### src/include/t16wm_map.svh
`ifndef T16WM_MAP_SVH
`define T16WM_MAP_SVH

// ****************************************
// Register byte offsets
// ****************************************
`define T16WM_OFS_CTRL_A 8'h80
`define T16WM_OFS_CTRL_B 8'h84
`define T16WM_OFS_CMP_A 8'h88
`define T16WM_OFS_CMP_B 8'h8c
`define T16WM_OFS_CAPTURE 8'h90
`define T16WM_OFS_COUNT 8'h94
`define T16WM_OFS_FLAGS 8'h98

// ****************************************
// Field positions
// ****************************************
`define T16WM_CA_ACT_A_MSB 7
`define T16WM_CA_ACT_A_LSB 6
`define T16WM_CA_ACT_B_MSB 5
`define T16WM_CA_ACT_B_LSB 4
`define T16WM_CA_WGM_MSB 1
`define T16WM_CA_WGM_LSB 0
`define T16WM_CB_WGM_MSB 4
`define T16WM_CB_WGM_LSB 3
`define T16WM_CB_CS_MSB 2
`define T16WM_CB_CS_LSB 0
`define T16WM_FLAG_OVF 0
`define T16WM_FLAG_CMP_A 1
`define T16WM_FLAG_CMP_B 2

// ****************************************
// Reset values
// ****************************************
`define T16WM_CTRL_A_RST 8'h00
`define T16WM_CTRL_B_RST 5'h00
`define T16WM_VALUE_RST 16'h0000

// ****************************************
// TOP values and prescaler terminal counts
// ****************************************
`define T16WM_TOP_MAX 16'hffff
`define T16WM_TOP_8BIT 16'h00ff
`define T16WM_TOP_9BIT 16'h01ff
`define T16WM_TOP_10BIT 16'h03ff
`define T16WM_DIV8_LAST 10'h007
`define T16WM_DIV64_LAST 10'h03f
`define T16WM_DIV256_LAST 10'h0ff
`define T16WM_DIV1024_LAST 10'h3ff

`endif

### src/include/t16wm_pkg.sv
`default_nettype none
package t16wm_pkg;

   typedef enum logic [4:0] {
      T16WM_NORMAL = 5'b00001,
      T16WM_CTC = 5'b00010,
      T16WM_FAST = 5'b00100,
      T16WM_PC = 5'b01000,
      T16WM_PFC = 5'b10000
   } t16wm_kind_e;

   typedef enum logic [2:0] {
      T16WM_TOP_FIXED = 3'b001,
      T16WM_TOP_CMPA = 3'b010,
      T16WM_TOP_CAPT = 3'b100
   } t16wm_topsrc_e;

   typedef enum logic [2:0] {
      T16WM_CS_STOP = 3'h0,
      T16WM_CS_DIV1 = 3'h1,
      T16WM_CS_DIV8 = 3'h2,
      T16WM_CS_DIV64 = 3'h3,
      T16WM_CS_DIV256 = 3'h4,
      T16WM_CS_DIV1024 = 3'h5,
      T16WM_CS_EXT_FALL = 3'h6,
      T16WM_CS_EXT_RISE = 3'h7
   } t16wm_cs_e;

   typedef struct packed {
      t16wm_kind_e kind;
      t16wm_topsrc_e top_src;
      logic [15:0] fixed_top;
      logic reserved;
   } t16wm_mode_s;

   typedef struct packed {
      logic value;
      logic oe_n;
   } t16wm_pin_s;

endpackage
`default_nettype wire

### src/hdl/t16wm_prescale.sv
`timescale 1ns/1ps
`default_nettype none
`include "t16wm_map.svh"

module t16wm_prescale (
   input wire logic clk_i,
   input wire logic rst_i,
   input wire t16wm_pkg::t16wm_cs_e clock_source_select_i,
   input wire logic ext_clk_i,
   output logic timer_tick_o
);
   import t16wm_pkg::*;

   logic [9:0] pre;
   logic ext_prev;

   always_ff @(posedge clk_i) begin
      if (rst_i) begin
         pre <= 10'h000;
      end else begin
         pre <= pre + 10'h001;
      end
   end

   always_ff @(posedge clk_i) begin
      if (rst_i) begin
         ext_prev <= 1'b0;
      end else begin
         ext_prev <= ext_clk_i;
      end
   end

   always_ff @(posedge clk_i) begin
      if (rst_i) begin
         timer_tick_o <= 1'b0;
      end else begin
         case (clock_source_select_i)
            T16WM_CS_STOP: timer_tick_o <= 1'b0;
            T16WM_CS_DIV1: timer_tick_o <= 1'b1;
            T16WM_CS_DIV8: timer_tick_o <= (pre[2:0] == 3'(`T16WM_DIV8_LAST));
            T16WM_CS_DIV64: timer_tick_o <= (pre[5:0] == 6'(`T16WM_DIV64_LAST));
            T16WM_CS_DIV256: timer_tick_o <= (pre[7:0] == 8'(`T16WM_DIV256_LAST));
            T16WM_CS_DIV1024: timer_tick_o <= (pre == `T16WM_DIV1024_LAST);
            T16WM_CS_EXT_FALL: timer_tick_o <= ext_prev & ~ext_clk_i;
            T16WM_CS_EXT_RISE: timer_tick_o <= ~ext_prev & ext_clk_i;
            default: timer_tick_o <= 1'b0;
         endcase
      end
   end

endmodule
`default_nettype wire

### src/hdl/t16wm_timer.sv
// Our own choice: the Wishbone slave port.
`timescale 1ns/1ps
`default_nettype none
`include "t16wm_map.svh"

module t16wm_timer (
   input wire logic clk_i,
   input wire logic rst_i,
   input wire logic wb_cyc_i,
   input wire logic wb_stb_i,
   input wire logic wb_we_i,
   input wire logic [7:0] wb_adr_i,
   input wire logic [3:0] wb_sel_i,
   input wire logic [31:0] wb_dat_i,
   output logic [31:0] wb_dat_o,
   output logic wb_ack_o,
   input wire logic ext_clk_i,
   input wire logic [1:0] port_dir_i,
   input wire logic [1:0] port_val_i,
   output t16wm_pkg::t16wm_pin_s chan_a_pin_o,
   output t16wm_pkg::t16wm_pin_s chan_b_pin_o,
   output logic capture_enable_o
);
   import t16wm_pkg::*;

   // ****************************************
   // Decode helpers
   // ****************************************
   function automatic t16wm_mode_s decode_mode(input logic [3:0] wgm);
      t16wm_mode_s m;
      m.kind = T16WM_NORMAL;
      m.top_src = T16WM_TOP_FIXED;
      m.fixed_top = `T16WM_TOP_MAX;
      m.reserved = 1'b0;
      if (wgm[1:0] == 2'h1) begin
         m.fixed_top = `T16WM_TOP_8BIT;
      end else if (wgm[1:0] == 2'h2) begin
         m.fixed_top = `T16WM_TOP_9BIT;
      end else if (wgm[1:0] == 2'h3) begin
         m.fixed_top = `T16WM_TOP_10BIT;
      end
      case (wgm)
         4'h0: m.fixed_top = `T16WM_TOP_MAX;
         4'h1, 4'h2, 4'h3: m.kind = T16WM_PC;
         4'h4: begin
            m.kind = T16WM_CTC;
            m.top_src = T16WM_TOP_CMPA;
         end
         4'h5, 4'h6, 4'h7: m.kind = T16WM_FAST;
         4'h8: begin
            m.kind = T16WM_PFC;
            m.top_src = T16WM_TOP_CAPT;
         end
         4'h9: begin
            m.kind = T16WM_PFC;
            m.top_src = T16WM_TOP_CMPA;
         end
         4'ha: begin
            m.kind = T16WM_PC;
            m.top_src = T16WM_TOP_CAPT;
         end
         4'hb: begin
            m.kind = T16WM_PC;
            m.top_src = T16WM_TOP_CMPA;
         end
         4'hc: begin
            m.kind = T16WM_CTC;
            m.top_src = T16WM_TOP_CAPT;
         end
         4'he: begin
            m.kind = T16WM_FAST;
            m.top_src = T16WM_TOP_CAPT;
         end
         4'hf: begin
            m.kind = T16WM_FAST;
            m.top_src = T16WM_TOP_CMPA;
         end
         default: begin
            m.fixed_top = `T16WM_TOP_MAX;
            m.reserved = 1'b1;
         end
      endcase
      return m;
   endfunction

   function automatic logic [15:0] merge16(input logic [15:0] old, input logic [31:0] dat,
                                           input logic [3:0] sel);
      logic [15:0] r;
      r = old;
      if (sel[0]) begin
         r[7:0] = dat[7:0];
      end
      if (sel[1]) begin
         r[15:8] = dat[15:8];
      end
      return r;
   endfunction

   // ****************************************
   // State
   // ****************************************
   logic [7:0] timer_output_and_wave_mode_ctrl;
   logic [4:0] timer_clock_and_capture_ctrl;
   logic [1:0][15:0] cmp_buf;
   logic [1:0][15:0] cmp_act;
   logic [15:0] capture_value;
   logic [15:0] count;
   logic count_down;
   logic [2:0] flags;
   logic [1:0] wave;
   t16wm_pin_s [1:0] pin_q;
   logic timer_tick;
   logic [3:0] waveform_mode;
   t16wm_mode_s mode;
   logic [15:0] top;
   logic at_top;
   logic at_bottom;
   logic dual;
   logic req;
   logic wr;
   logic count_wr;
   logic ovf_evt;
   logic upd_evt;
   logic [1:0] match;
   logic [1:0] connected;
   logic [2:0] flag_set;
   logic [2:0] flag_clr;
   logic [31:0] rd_data;

   t16wm_prescale u_prescale (
      .clk_i(clk_i),
      .rst_i(rst_i),
      .clock_source_select_i(t16wm_cs_e'(timer_clock_and_capture_ctrl[`T16WM_CB_CS_MSB:
                                                                     `T16WM_CB_CS_LSB])),
      .ext_clk_i(ext_clk_i),
      .timer_tick_o(timer_tick)
   );

   assign waveform_mode = {timer_clock_and_capture_ctrl[`T16WM_CB_WGM_MSB:`T16WM_CB_WGM_LSB],
                           timer_output_and_wave_mode_ctrl[`T16WM_CA_WGM_MSB:`T16WM_CA_WGM_LSB]};
   assign mode = decode_mode(waveform_mode);
   assign dual = (mode.kind == T16WM_PC) || (mode.kind == T16WM_PFC);

   always_comb begin
      case (mode.top_src)
         T16WM_TOP_CMPA: top = cmp_act[0];
         T16WM_TOP_CAPT: top = capture_value;
         default: top = mode.fixed_top;
      endcase
   end

   assign at_top = (count == top);
   assign at_bottom = (count == `T16WM_VALUE_RST);

   // ****************************************
   // Wishbone slave
   // ****************************************
   assign req = wb_cyc_i & wb_stb_i;
   assign wr = req & wb_ack_o & wb_we_i;
   assign count_wr = wr && (wb_adr_i == `T16WM_OFS_COUNT);

   always_comb begin
      case (wb_adr_i)
         `T16WM_OFS_CTRL_A: rd_data = {24'h000000, timer_output_and_wave_mode_ctrl};
         `T16WM_OFS_CTRL_B: rd_data = {27'h0000000, timer_clock_and_capture_ctrl};
         `T16WM_OFS_CMP_A: rd_data = {16'h0000, cmp_buf[0]};
         `T16WM_OFS_CMP_B: rd_data = {16'h0000, cmp_buf[1]};
         `T16WM_OFS_CAPTURE: rd_data = {16'h0000, capture_value};
         `T16WM_OFS_COUNT: rd_data = {16'h0000, count};
         `T16WM_OFS_FLAGS: rd_data = {29'h00000000, flags};
         default: rd_data = 32'h00000000;
      endcase
   end

   always_ff @(posedge clk_i) begin
      if (rst_i) begin
         wb_ack_o <= 1'b0;
         wb_dat_o <= 32'h00000000;
      end else begin
         wb_ack_o <= req & ~wb_ack_o;
         if (req & ~wb_ack_o) begin
            wb_dat_o <= rd_data;
         end
      end
   end

   always_ff @(posedge clk_i) begin
      if (rst_i) begin
         timer_output_and_wave_mode_ctrl <= `T16WM_CTRL_A_RST;
         timer_clock_and_capture_ctrl <= `T16WM_CTRL_B_RST;
         capture_value <= `T16WM_VALUE_RST;
      end else if (wr && wb_sel_i[0]) begin
         if (wb_adr_i == `T16WM_OFS_CTRL_A) begin
            timer_output_and_wave_mode_ctrl <= {wb_dat_i[7:4], 2'b00, wb_dat_i[1:0]};
         end
         if (wb_adr_i == `T16WM_OFS_CTRL_B) begin
            timer_clock_and_capture_ctrl <= wb_dat_i[4:0];
         end
         if (wb_adr_i == `T16WM_OFS_CAPTURE) begin
            capture_value <= merge16(capture_value, wb_dat_i, wb_sel_i);
         end
      end else if (wr && (wb_adr_i == `T16WM_OFS_CAPTURE)) begin
         capture_value <= merge16(capture_value, wb_dat_i, wb_sel_i);
      end
   end

   // Capture off while it defines TOP
   always_ff @(posedge clk_i) begin
      if (rst_i) begin
         capture_enable_o <= 1'b1;
      end else begin
         capture_enable_o <= (mode.top_src != T16WM_TOP_CAPT);
      end
   end

   // ****************************************
   // Counter and timing events
   // ****************************************
   // Counter moves only on the tick enable or on a bus write to COUNT
   always_ff @(posedge clk_i) begin
      if (rst_i) begin
         count <= `T16WM_VALUE_RST;
         count_down <= 1'b0;
      end else if (count_wr) begin
         count <= merge16(count, wb_dat_i, wb_sel_i);
      end else if (timer_tick) begin
         if (!dual) begin
            count <= at_top ? `T16WM_VALUE_RST : count + 16'h0001;
            count_down <= 1'b0;
         end else if (at_top && !at_bottom) begin
            count <= count - 16'h0001;
            count_down <= 1'b1;
         end else if (at_bottom) begin
            count <= count + 16'h0001;
            count_down <= 1'b0;
         end else begin
            count <= count_down ? count - 16'h0001 : count + 16'h0001;
         end
      end
   end

   always_comb begin
      case (mode.kind)
         T16WM_FAST: begin
            ovf_evt = timer_tick & at_top;
            upd_evt = timer_tick & at_bottom;
         end
         T16WM_PC: begin
            ovf_evt = timer_tick & at_bottom;
            upd_evt = timer_tick & at_top;
         end
         T16WM_PFC: begin
            ovf_evt = timer_tick & at_bottom;
            upd_evt = timer_tick & at_bottom;
         end
         default: begin
            ovf_evt = timer_tick & (count == `T16WM_TOP_MAX);
            upd_evt = 1'b1;
         end
      endcase
   end

   // ****************************************
   // Compare channels
   // ****************************************
   for (genvar i = 0; i < 2; i++) begin : g_chan
      logic [1:0] act;
      logic toggle_ok;
      assign act = (i == 0) ?
         timer_output_and_wave_mode_ctrl[`T16WM_CA_ACT_A_MSB:`T16WM_CA_ACT_A_LSB] :
         timer_output_and_wave_mode_ctrl[`T16WM_CA_ACT_B_MSB:`T16WM_CA_ACT_B_LSB];
      assign match[i] = timer_tick & (count == cmp_act[i]);

      always_comb begin
         case (mode.kind)
            T16WM_FAST: toggle_ok = (i == 0) && waveform_mode[3:1] == 3'h7;
            T16WM_PC, T16WM_PFC: toggle_ok = (i == 0) && (waveform_mode == 4'h9 ||
                                                          waveform_mode == 4'hb);
            default: toggle_ok = 1'b1;
         endcase
      end

      assign connected[i] = (act != 2'b00) && !mode.reserved && (act[1] || toggle_ok);

      always_ff @(posedge clk_i) begin
         if (rst_i) begin
            cmp_buf[i] <= `T16WM_VALUE_RST;
         end else if (wr && wb_adr_i == ((i == 0) ? `T16WM_OFS_CMP_A : `T16WM_OFS_CMP_B)) begin
            cmp_buf[i] <= merge16(cmp_buf[i], wb_dat_i, wb_sel_i);
         end
      end

      // Buffered value loads at the update point
      always_ff @(posedge clk_i) begin
         if (rst_i) begin
            cmp_act[i] <= `T16WM_VALUE_RST;
         end else if (upd_evt) begin
            cmp_act[i] <= cmp_buf[i];
         end
      end

      always_ff @(posedge clk_i) begin
         if (rst_i) begin
            wave[i] <= 1'b0;
         end else if (connected[i]) begin
            case (mode.kind)
               T16WM_FAST: begin
                  // Set/clear match ignored when compare is TOP; toggle still acts on it
                  if (!act[1]) begin
                     wave[i] <= match[i] ? ~wave[i] : wave[i];
                  end else if (match[i] && cmp_act[i] != top) begin
                     wave[i] <= act[0];
                  end else if (timer_tick && at_bottom) begin
                     wave[i] <= ~act[0];
                  end
               end
               T16WM_PC, T16WM_PFC: begin
                  if (match[i]) begin
                     wave[i] <= !act[1] ? ~wave[i] : (act[0] ^ count_down);
                  end
               end
               default: begin
                  if (match[i]) begin
                     wave[i] <= (act == 2'b01) ? ~wave[i] : act[0];
                  end
               end
            endcase
         end
      end

      always_ff @(posedge clk_i) begin
         if (rst_i) begin
            pin_q[i] <= '{value: 1'b0, oe_n: 1'b1};
         end else begin
            pin_q[i].value <= connected[i] ? wave[i] : port_val_i[i];
            pin_q[i].oe_n <= ~port_dir_i[i];
         end
      end
   end

   assign chan_a_pin_o = pin_q[0];
   assign chan_b_pin_o = pin_q[1];

   // ****************************************
   // Flags
   // ****************************************
   assign flag_set = {match[1], match[0], ovf_evt};
   assign flag_clr = (wr && wb_sel_i[0] && wb_adr_i == `T16WM_OFS_FLAGS) ? wb_dat_i[2:0] : 3'h0;

   // Set on the edge ending the tick; set beats clear
   always_ff @(posedge clk_i) begin
      if (rst_i) begin
         flags <= 3'h0;
      end else begin
         flags <= (flags & ~flag_clr) | flag_set;
      end
   end
endmodule
`default_nettype wire

### config.mk
export PLATFORM = sky130hd
export DESIGN_NAME = t16wm_timer
export DESIGN_NICKNAME = d
export VERILOG_FILES = /design/src/include/t16wm_pkg.sv /design/src/hdl/t16wm_prescale.sv /design/src/hdl/t16wm_timer.sv
export VERILOG_INCLUDE_DIRS = /design/src /design/src/include
export SDC_FILE = /design/constraint.sdc
export NUM_CORES = 1
export LEC_CHECK = 0
export BUFFER_PORTS_ARGS = -buffer_cell sky130_fd_sc_hd__buf_2
export CAP_MARGIN = 0
export CORE_MARGIN = 2
export CORE_UTILIZATION = 65
export DETAILED_ROUTE_END_ITERATION = 10
export GPL_TIMING_DRIVEN = 0
export PLACE_DENSITY = 0.87
export SYNTH_ARGS = -nofsm -noshare
export SYNTH_HDL_FRONTEND = slang
export SYNTH_SLANG_ARGS = --single-unit
### constraint.sdc
create_clock -name clk_i -period 9.74 [get_ports clk_i]
set_clock_uncertainty 0.1 [all_clocks]
set_input_delay 0.487 -clock clk_i [delete_from_list [all_inputs] [get_ports clk_i]]
set_output_delay 0.487 -clock clk_i [all_outputs]
set_load 0.1 [all_outputs]
# Word level (Yosys, flattened, before mapping)
# Index checks and enable logic that the tools add are counted.
# totals
word_cells,216
ff_bits,163
in_bits,54
output_inout_bits,38
# classes
n_eq_ne,58
add_sub_neg,3
bitwise,26
reduce_logical,53
muxes,51
# op_table
cell,count
16-bit 2-to-1 mux,14
16-bit case mux with 7 select lines,1
"8-bit == test, second input constant",8
16-bit == test,3
8-bit 2-to-1 mux,4
16-bit inequality test,2
16-bit case mux with 2 select lines,1
"4-bit == test, second input constant",7
1-bit 2-to-1 mux,22
"3-bit == test, second input constant",7
5-bit case mux with 4 select lines,1
2-bit AND reduction,9
"16-bit by 1-bit adder with 16-bit output, second input constant",1
"16-bit == test, second input constant",1
"4-bit by 3-bit == test with 1-bit output, second input constant",4
16-bit logical NOT,1
2-bit nonzero test,8
"16-bit by 1-bit subtractor with 16-bit output, second input constant",1
15-bit OR reduction,1
1-bit logical AND,14
14-bit OR reduction,1
1-bit AND,11
"10-bit by 1-bit adder with 10-bit output, second input constant",1
"10-bit == test, second input constant",1
34 further kinds,67

# Depth between registers and ports, before layout
# logic_depth
depth_word,12
mapped_depth,20
depth_no_buf,16

# By module
# From an unflattened synthesis, not the netlist that was laid out.
# unflattened
hier_cells,1149
hier_area_um2,9125.0
# by_module_without_submodules
mod,cells_each,seq_area_each_um2,n_inst,area_per_inst_um2
t16wm_timer,1092,2702.6,1,8597.0
t16wm_prescale,57,240.2,1,528.0

# Worst setup path before layout
# Ideal clock, no wire load.
# synth_timing
kind,register -> register
start,reg timer_output_and_wave_mode_ctrl[1]
end,reg count[15]
stages_incl_launch_ff,20
synth_period_minus_slack_ns,4.154
path_slack_ns,5.586
arrival_time_ns,3.940
required_time_ns,9.526
n_path_buf,3
setup_ns,0.114
cell_sequence,dfxtp_1 inv_1 ha_1 buf_2 nor2b_1 o21ai_0 o21a_1 inv_1 ha_1 buf_6 a221o_1 a222oi_1 o211ai_1 o311ai_1 nand4_2 o21a_1 buf_6 o41a_1 mux2i_1 a2111oi_0
# synth_between
elab_chain_cells,12
elab_cells_between_ends,43
classes_between,22 x eq/ne; 12 x mux; 9 x reduce/logical
# synth_rtl
item,line_no,source
start: declaration,t16wm_timer.sv:102,logic [7:0] timer_output_and_wave_mode_ctrl;
start signal: assignment,t16wm_timer.sv:189,timer_output_and_wave_mode_ctrl <= `T16WM_CTRL_A_RST;
start signal: assignment,t16wm_timer.sv:194,"timer_output_and_wave_mode_ctrl <= {wb_dat_i[7:4], 2'b00, wb_dat_i[1:0]};"
"parallel branches: the longest is 9 deep, another holds 16-bit case mux with 2 select lines",--,
16-bit 2-to-1 mux *,t16wm_timer.sv:227,if (!dual) begin
16-bit 2-to-1 mux *,t16wm_timer.sv:226,end else if (timer_tick) begin
16-bit 2-to-1 mux *,t16wm_timer.sv:224,end else if (count_wr) begin
end signal: assignment,t16wm_timer.sv:225,"count <= merge16(count, wb_dat_i, wb_sel_i);"
end signal: assignment,t16wm_timer.sv:228,count <= at_top ? `T16WM_VALUE_RST : count + 16'h0001;
end signal: assignment,t16wm_timer.sv:231,count <= count - 16'h0001;
end: declaration,t16wm_timer.sv:107,logic [15:0] count;
# Mark *: on every way between the ends. The select of a mux whose other input is x is not followed.
# A chain may end at the register's enable or synchronous reset.

# Worst setup path after layout
# layout_timing
start,reg timer_output_and_wave_mode_ctrl[1]
end,reg cmp_act[24] in the netlist's numbering
# layout_between
elab_chain_cells,9
elab_cells_between_ends,40
classes_between,23 x eq/ne; 8 x mux; 1 x bitwise; 8 x reduce/logical
# layout_rtl
item,line_no,source
"parallel branches: the longest is 8 deep, another holds 16-bit case mux with 2 select lines",--,
1-bit case mux with 2 select lines *,t16wm_timer.sv:243,case (mode.kind)
end signal: indexed assignment,t16wm_timer.sv:296,cmp_act[i] <= `T16WM_VALUE_RST;
end signal: indexed assignment,t16wm_timer.sv:298,cmp_act[i] <= cmp_buf[i];
end: declaration,t16wm_timer.sv:105,logic [1:0][15:0] cmp_act;
# Mark *: on every way between the ends.

==> metrics.txt <==
outcome complete, no violations; cell count of the worst reg-to-reg path 19; first-pass GRT wire length 47000 um; Reg clk slew, reported paths about 60 ps; CTS resizes 0; Die Area 0.0147 mm2; Synth Area per Inst between 8 and 9 um2; WL/cell 22.2 um; CTS tree done; Reg power frac 44.5%; Rel. slew slack about an eighth; setup repair bufs after CTS 0; Core Rows 42; GPL Wtd Cong approximately 1.0; clock latency on the worst-skew pair about 440 ps; filler-free cell count of the finished design 1371; area delta synth->final 12.9%; cts hold-fix bufs 0; Max Buffers Root-to-Sink 2; endpoint class of the critical path register; Setup CP Type register to register; Inserted Clock Buffers 17; Fill cells ~980; starting DRC count in detailed routing about 1700; Post-synth EDFFs 0; most used flip-flop cell after synthesis dfxtp_1; initial antenna violation count 1; dpl hpwl ~23000 um; Synth Warn # 0; #FFs+latches synth 147; Critical Path RT 9950 ps; clock power share 49.4%; Worst Hold Class input pin to register; Post-Synthesis Cells 1092; Clock Root Buffer clkbuf_16; Sum Neg Setup Slack 0 ps; area of the core 0.0133 mm2; die height 121 um; Max Fclk between 150 and 200 MHz; Switch Pwr ~340 uW; unrepaired setup endpoints after global routing false; pin count of the biggest net entering global routing 17; WHS Path Cells 2; PD cells ~130 mW/mm2; Detailed Routing Iterations Pass 1 7; Overall Global Routing Usage between 40% and 50%; worst reg-to-reg setup slack 4460 ps; clock sinks ~150; via/cell ratio roughly 6.7; antenna-violating nets left 0; # Max-Cap Violations 0; routed wire length roughly 30000 um; mapped cell area between 0.008 and 0.009 mm2; Vias ~9000; CP Launch Type register; final hold viol count 0; Worst Hold Endpoint chan_a_pin_o[0]$_SDFF_PP1_; worst flop-to-flop path endpoint cmp_act[24]$_SDFFE_PP0P_; share of cells above drive strength 1 11.6%; Max Slew Vio Count 0; sw frac between 20% and 30%; Final Cycle Share a little over half; combinational group share of total power 6.2%; DRC viols 0; LEAKAGE between 3 and 4 nW; Final setup viols 0; VDD IR max 0.178 mV; # nets final 1248; CP max FO 10; Hold Startpoint port_dir_i[0]; post-placement cell count ~1300; Pwr Total roughly 1.4 mW; arrival time of the worst setup path around 5500 ps; Die W around 120 um; Ports 92; vias in the first global route approximately 8500; ys async rst share 0%; H-Tree Depth 4; grt ovf 0; Seq/Total Area, Yosys about 33%; Internal Pwr Total between 1 and 1.5 mW; reg2reg start timer_output_and_wave_mode_ctrl[1]$_SDFFE_PP0P_; PortBufs 54; initial core utilization 67.1%; post-layout min period ~5300 ps; Final Util around 76%; Slew @ Worst Pin ~1300 ps; Synth cell types 80
==> Yosys cell counts, drive strengths merged, types with 5 or more instances <==
cell type  instances  area share, %
o21a               5           0.42
buf               37            2.7
nor2             175            7.3
nand2b            10           0.70
o21ai             32            1.8
nand3b             7           0.59
xnor2             49            4.9
or3               13           0.91
ha                12            1.7
o22ai             11           0.77
xor2              18            1.8
nor3              24            1.5
and2               6           0.42
nor4              12            1.0
o2111ai            6           0.78
a21oi             60            3.4
a221oi            21            2.2
mux2i            104             12
a31oi             20            1.6
dfxtp            147             33
and3              14           0.98
nor4b              5           0.49
inv               20           0.84
o211ai             6           0.50
a22oi             16            1.3
nand2             74            3.1
a21boi             5           0.42
nand4             13           0.98
nor2b              7           0.49
nand3             29            1.6
a221o              5           0.56
a222oi            12            1.3
clkbuf            57            2.4
==> power by group through the flow <==
stage	clock, mW	combinational, mW	sequential, mW
after floorplan	0	0.0482	0.626
after CTS	0.668	0.0816	0.605
after detailed placement	0	0.0812	0.618
after global routing	0.695	0.0860	0.605
after global placement	0	0.0808	0.618
final	0.671	0.0838	0.605
==> area by class of cell <==
class                   count  area [um2]  area share (%)
multi-input cells         845        5540            54.8
flip-flops and latches    147        2940            29.1
plain buffers              94         458            4.53
clock buffers              19         433            4.28
repair buffers             56         283            2.80
well taps                 176         220            2.18
clock inverters            12         158            1.56
inverters                  21        78.8           0.780
diodes                      1        2.50          0.0247
==> registers in the layout, summed over array words and instances (netlist names) <==
| name | count |
|---|---|
| chan_b_pin_o | 2 |
| cmp_act | 32 |
| count_down | 1 |
| capture_enable_o | 1 |
| cmp_buf | 32 |
| flags | 3 |
| u_prescale.timer_tick_o | 1 |
| wb_ack_o | 1 |
| timer_clock_and_capture_ctrl | 5 |
| wave | 2 |
| chan_a_pin_o | 2 |
| count | 16 |
| wb_dat_o | 16 |
| u_prescale.ext_prev | 1 |
| capture_value | 16 |
| u_prescale.pre | 10 |
| timer_output_and_wave_mode_ctrl | 6 |
==> critical path: stages, from the launching register on <==
cell and delay, ps:
dfxtp_1 510, inv_1 110, ha_1 230, buf_2 190, nor2b_1 160, o21ai_0 160
o21a_1 170, ha_1 310, clkbuf_1 250, a221oi_1 580, xnor2_1 190, nand4_1 160
nor3_2 250, o2111ai_4 240, nor2_1 480, a311o_1 310, buf_2 190, buf_4 250
mux2i_1 260, nor2_1 70
==> metrics by stage <==
| stage | hold slack, ps | setup WS [ps] | cell area, um2 |
|---|---|---|---|
| final | 104 | 4460 | 10100 |
| after global routing | 114 | 4050 | 10100 |
| after CTS | 103 | 4630 | 10100 |
| after detailed placement | 352 | 4660 | 9510 |
| after global placement | 342 | 4680 | 9510 |
| after floorplan | 326 | 5590 | 9020 |
==> worst max-delay path by stage <==
stage / start / to / slack (ps) / cells past startpoint
after floorplan: timer_output_and_wave_mode_ctrl[1]$_SDFFE_PP0P_ / count[15]$_SDFFE_PP0P_ / 5590 / 19
after global placement: timer_output_and_wave_mode_ctrl[1]$_SDFFE_PP0P_ / count[11]$_SDFFE_PP0P_ / 4680 / 18
after detailed placement: timer_output_and_wave_mode_ctrl[1]$_SDFFE_PP0P_ / cmp_act[30]$_SDFFE_PP0P_ / 4660 / 19
after CTS: timer_output_and_wave_mode_ctrl[1]$_SDFFE_PP0P_ / cmp_act[24]$_SDFFE_PP0P_ / 4630 / 20
after global routing: timer_output_and_wave_mode_ctrl[1]$_SDFFE_PP0P_ / count[11]$_SDFFE_PP0P_ / 4050 / 18
final: timer_output_and_wave_mode_ctrl[1]$_SDFFE_PP0P_ / cmp_act[24]$_SDFFE_PP0P_ / 4460 / 19
==> cells in the final DEF (no fill, tap or decap), types with 20 or more instances in the layout <==
cell type  instances
buf_2             64
dfxtp_1          147
mux2i_1          104
nor2_1           175
clkbuf_1          59
inv_1             20
a21oi_1           60
o21ai_0           31
nor3_1            21
xnor2_1           48
buf_4             20
nand3_1           29
nand2_1           74
==> layer usage <==
| layer | vias up | GRT usage (%) | share of wire, % |
|---|---|---|---|
| li1 | 4125 | - | - |
| met1 | 4244 | 54.6 | 39 |
| met2 | 708 | 65.0 | 44 |
| met3 | 144 | 8.83 | 12 |
| met4 | 0 | 23.2 | 5.6 |
| met5 | - | 0 | 0 |
==> logic make-up after synthesis <==
kind of cell	count (synthesis)	share of synthesized area [%]
flip-flops	147	32.8
AO/OA/AOI/OAI	241	19.5
XOR/XNOR	67	6.63
adder cells (fa/ha/maj)	12	1.68
AND/OR/NAND/NOR	403	21.5
other	1	0.0419
multiplexers	106	11.9
buffers and inverters	115	5.99
Note: power is estimated with default switching activity, not from simulation.
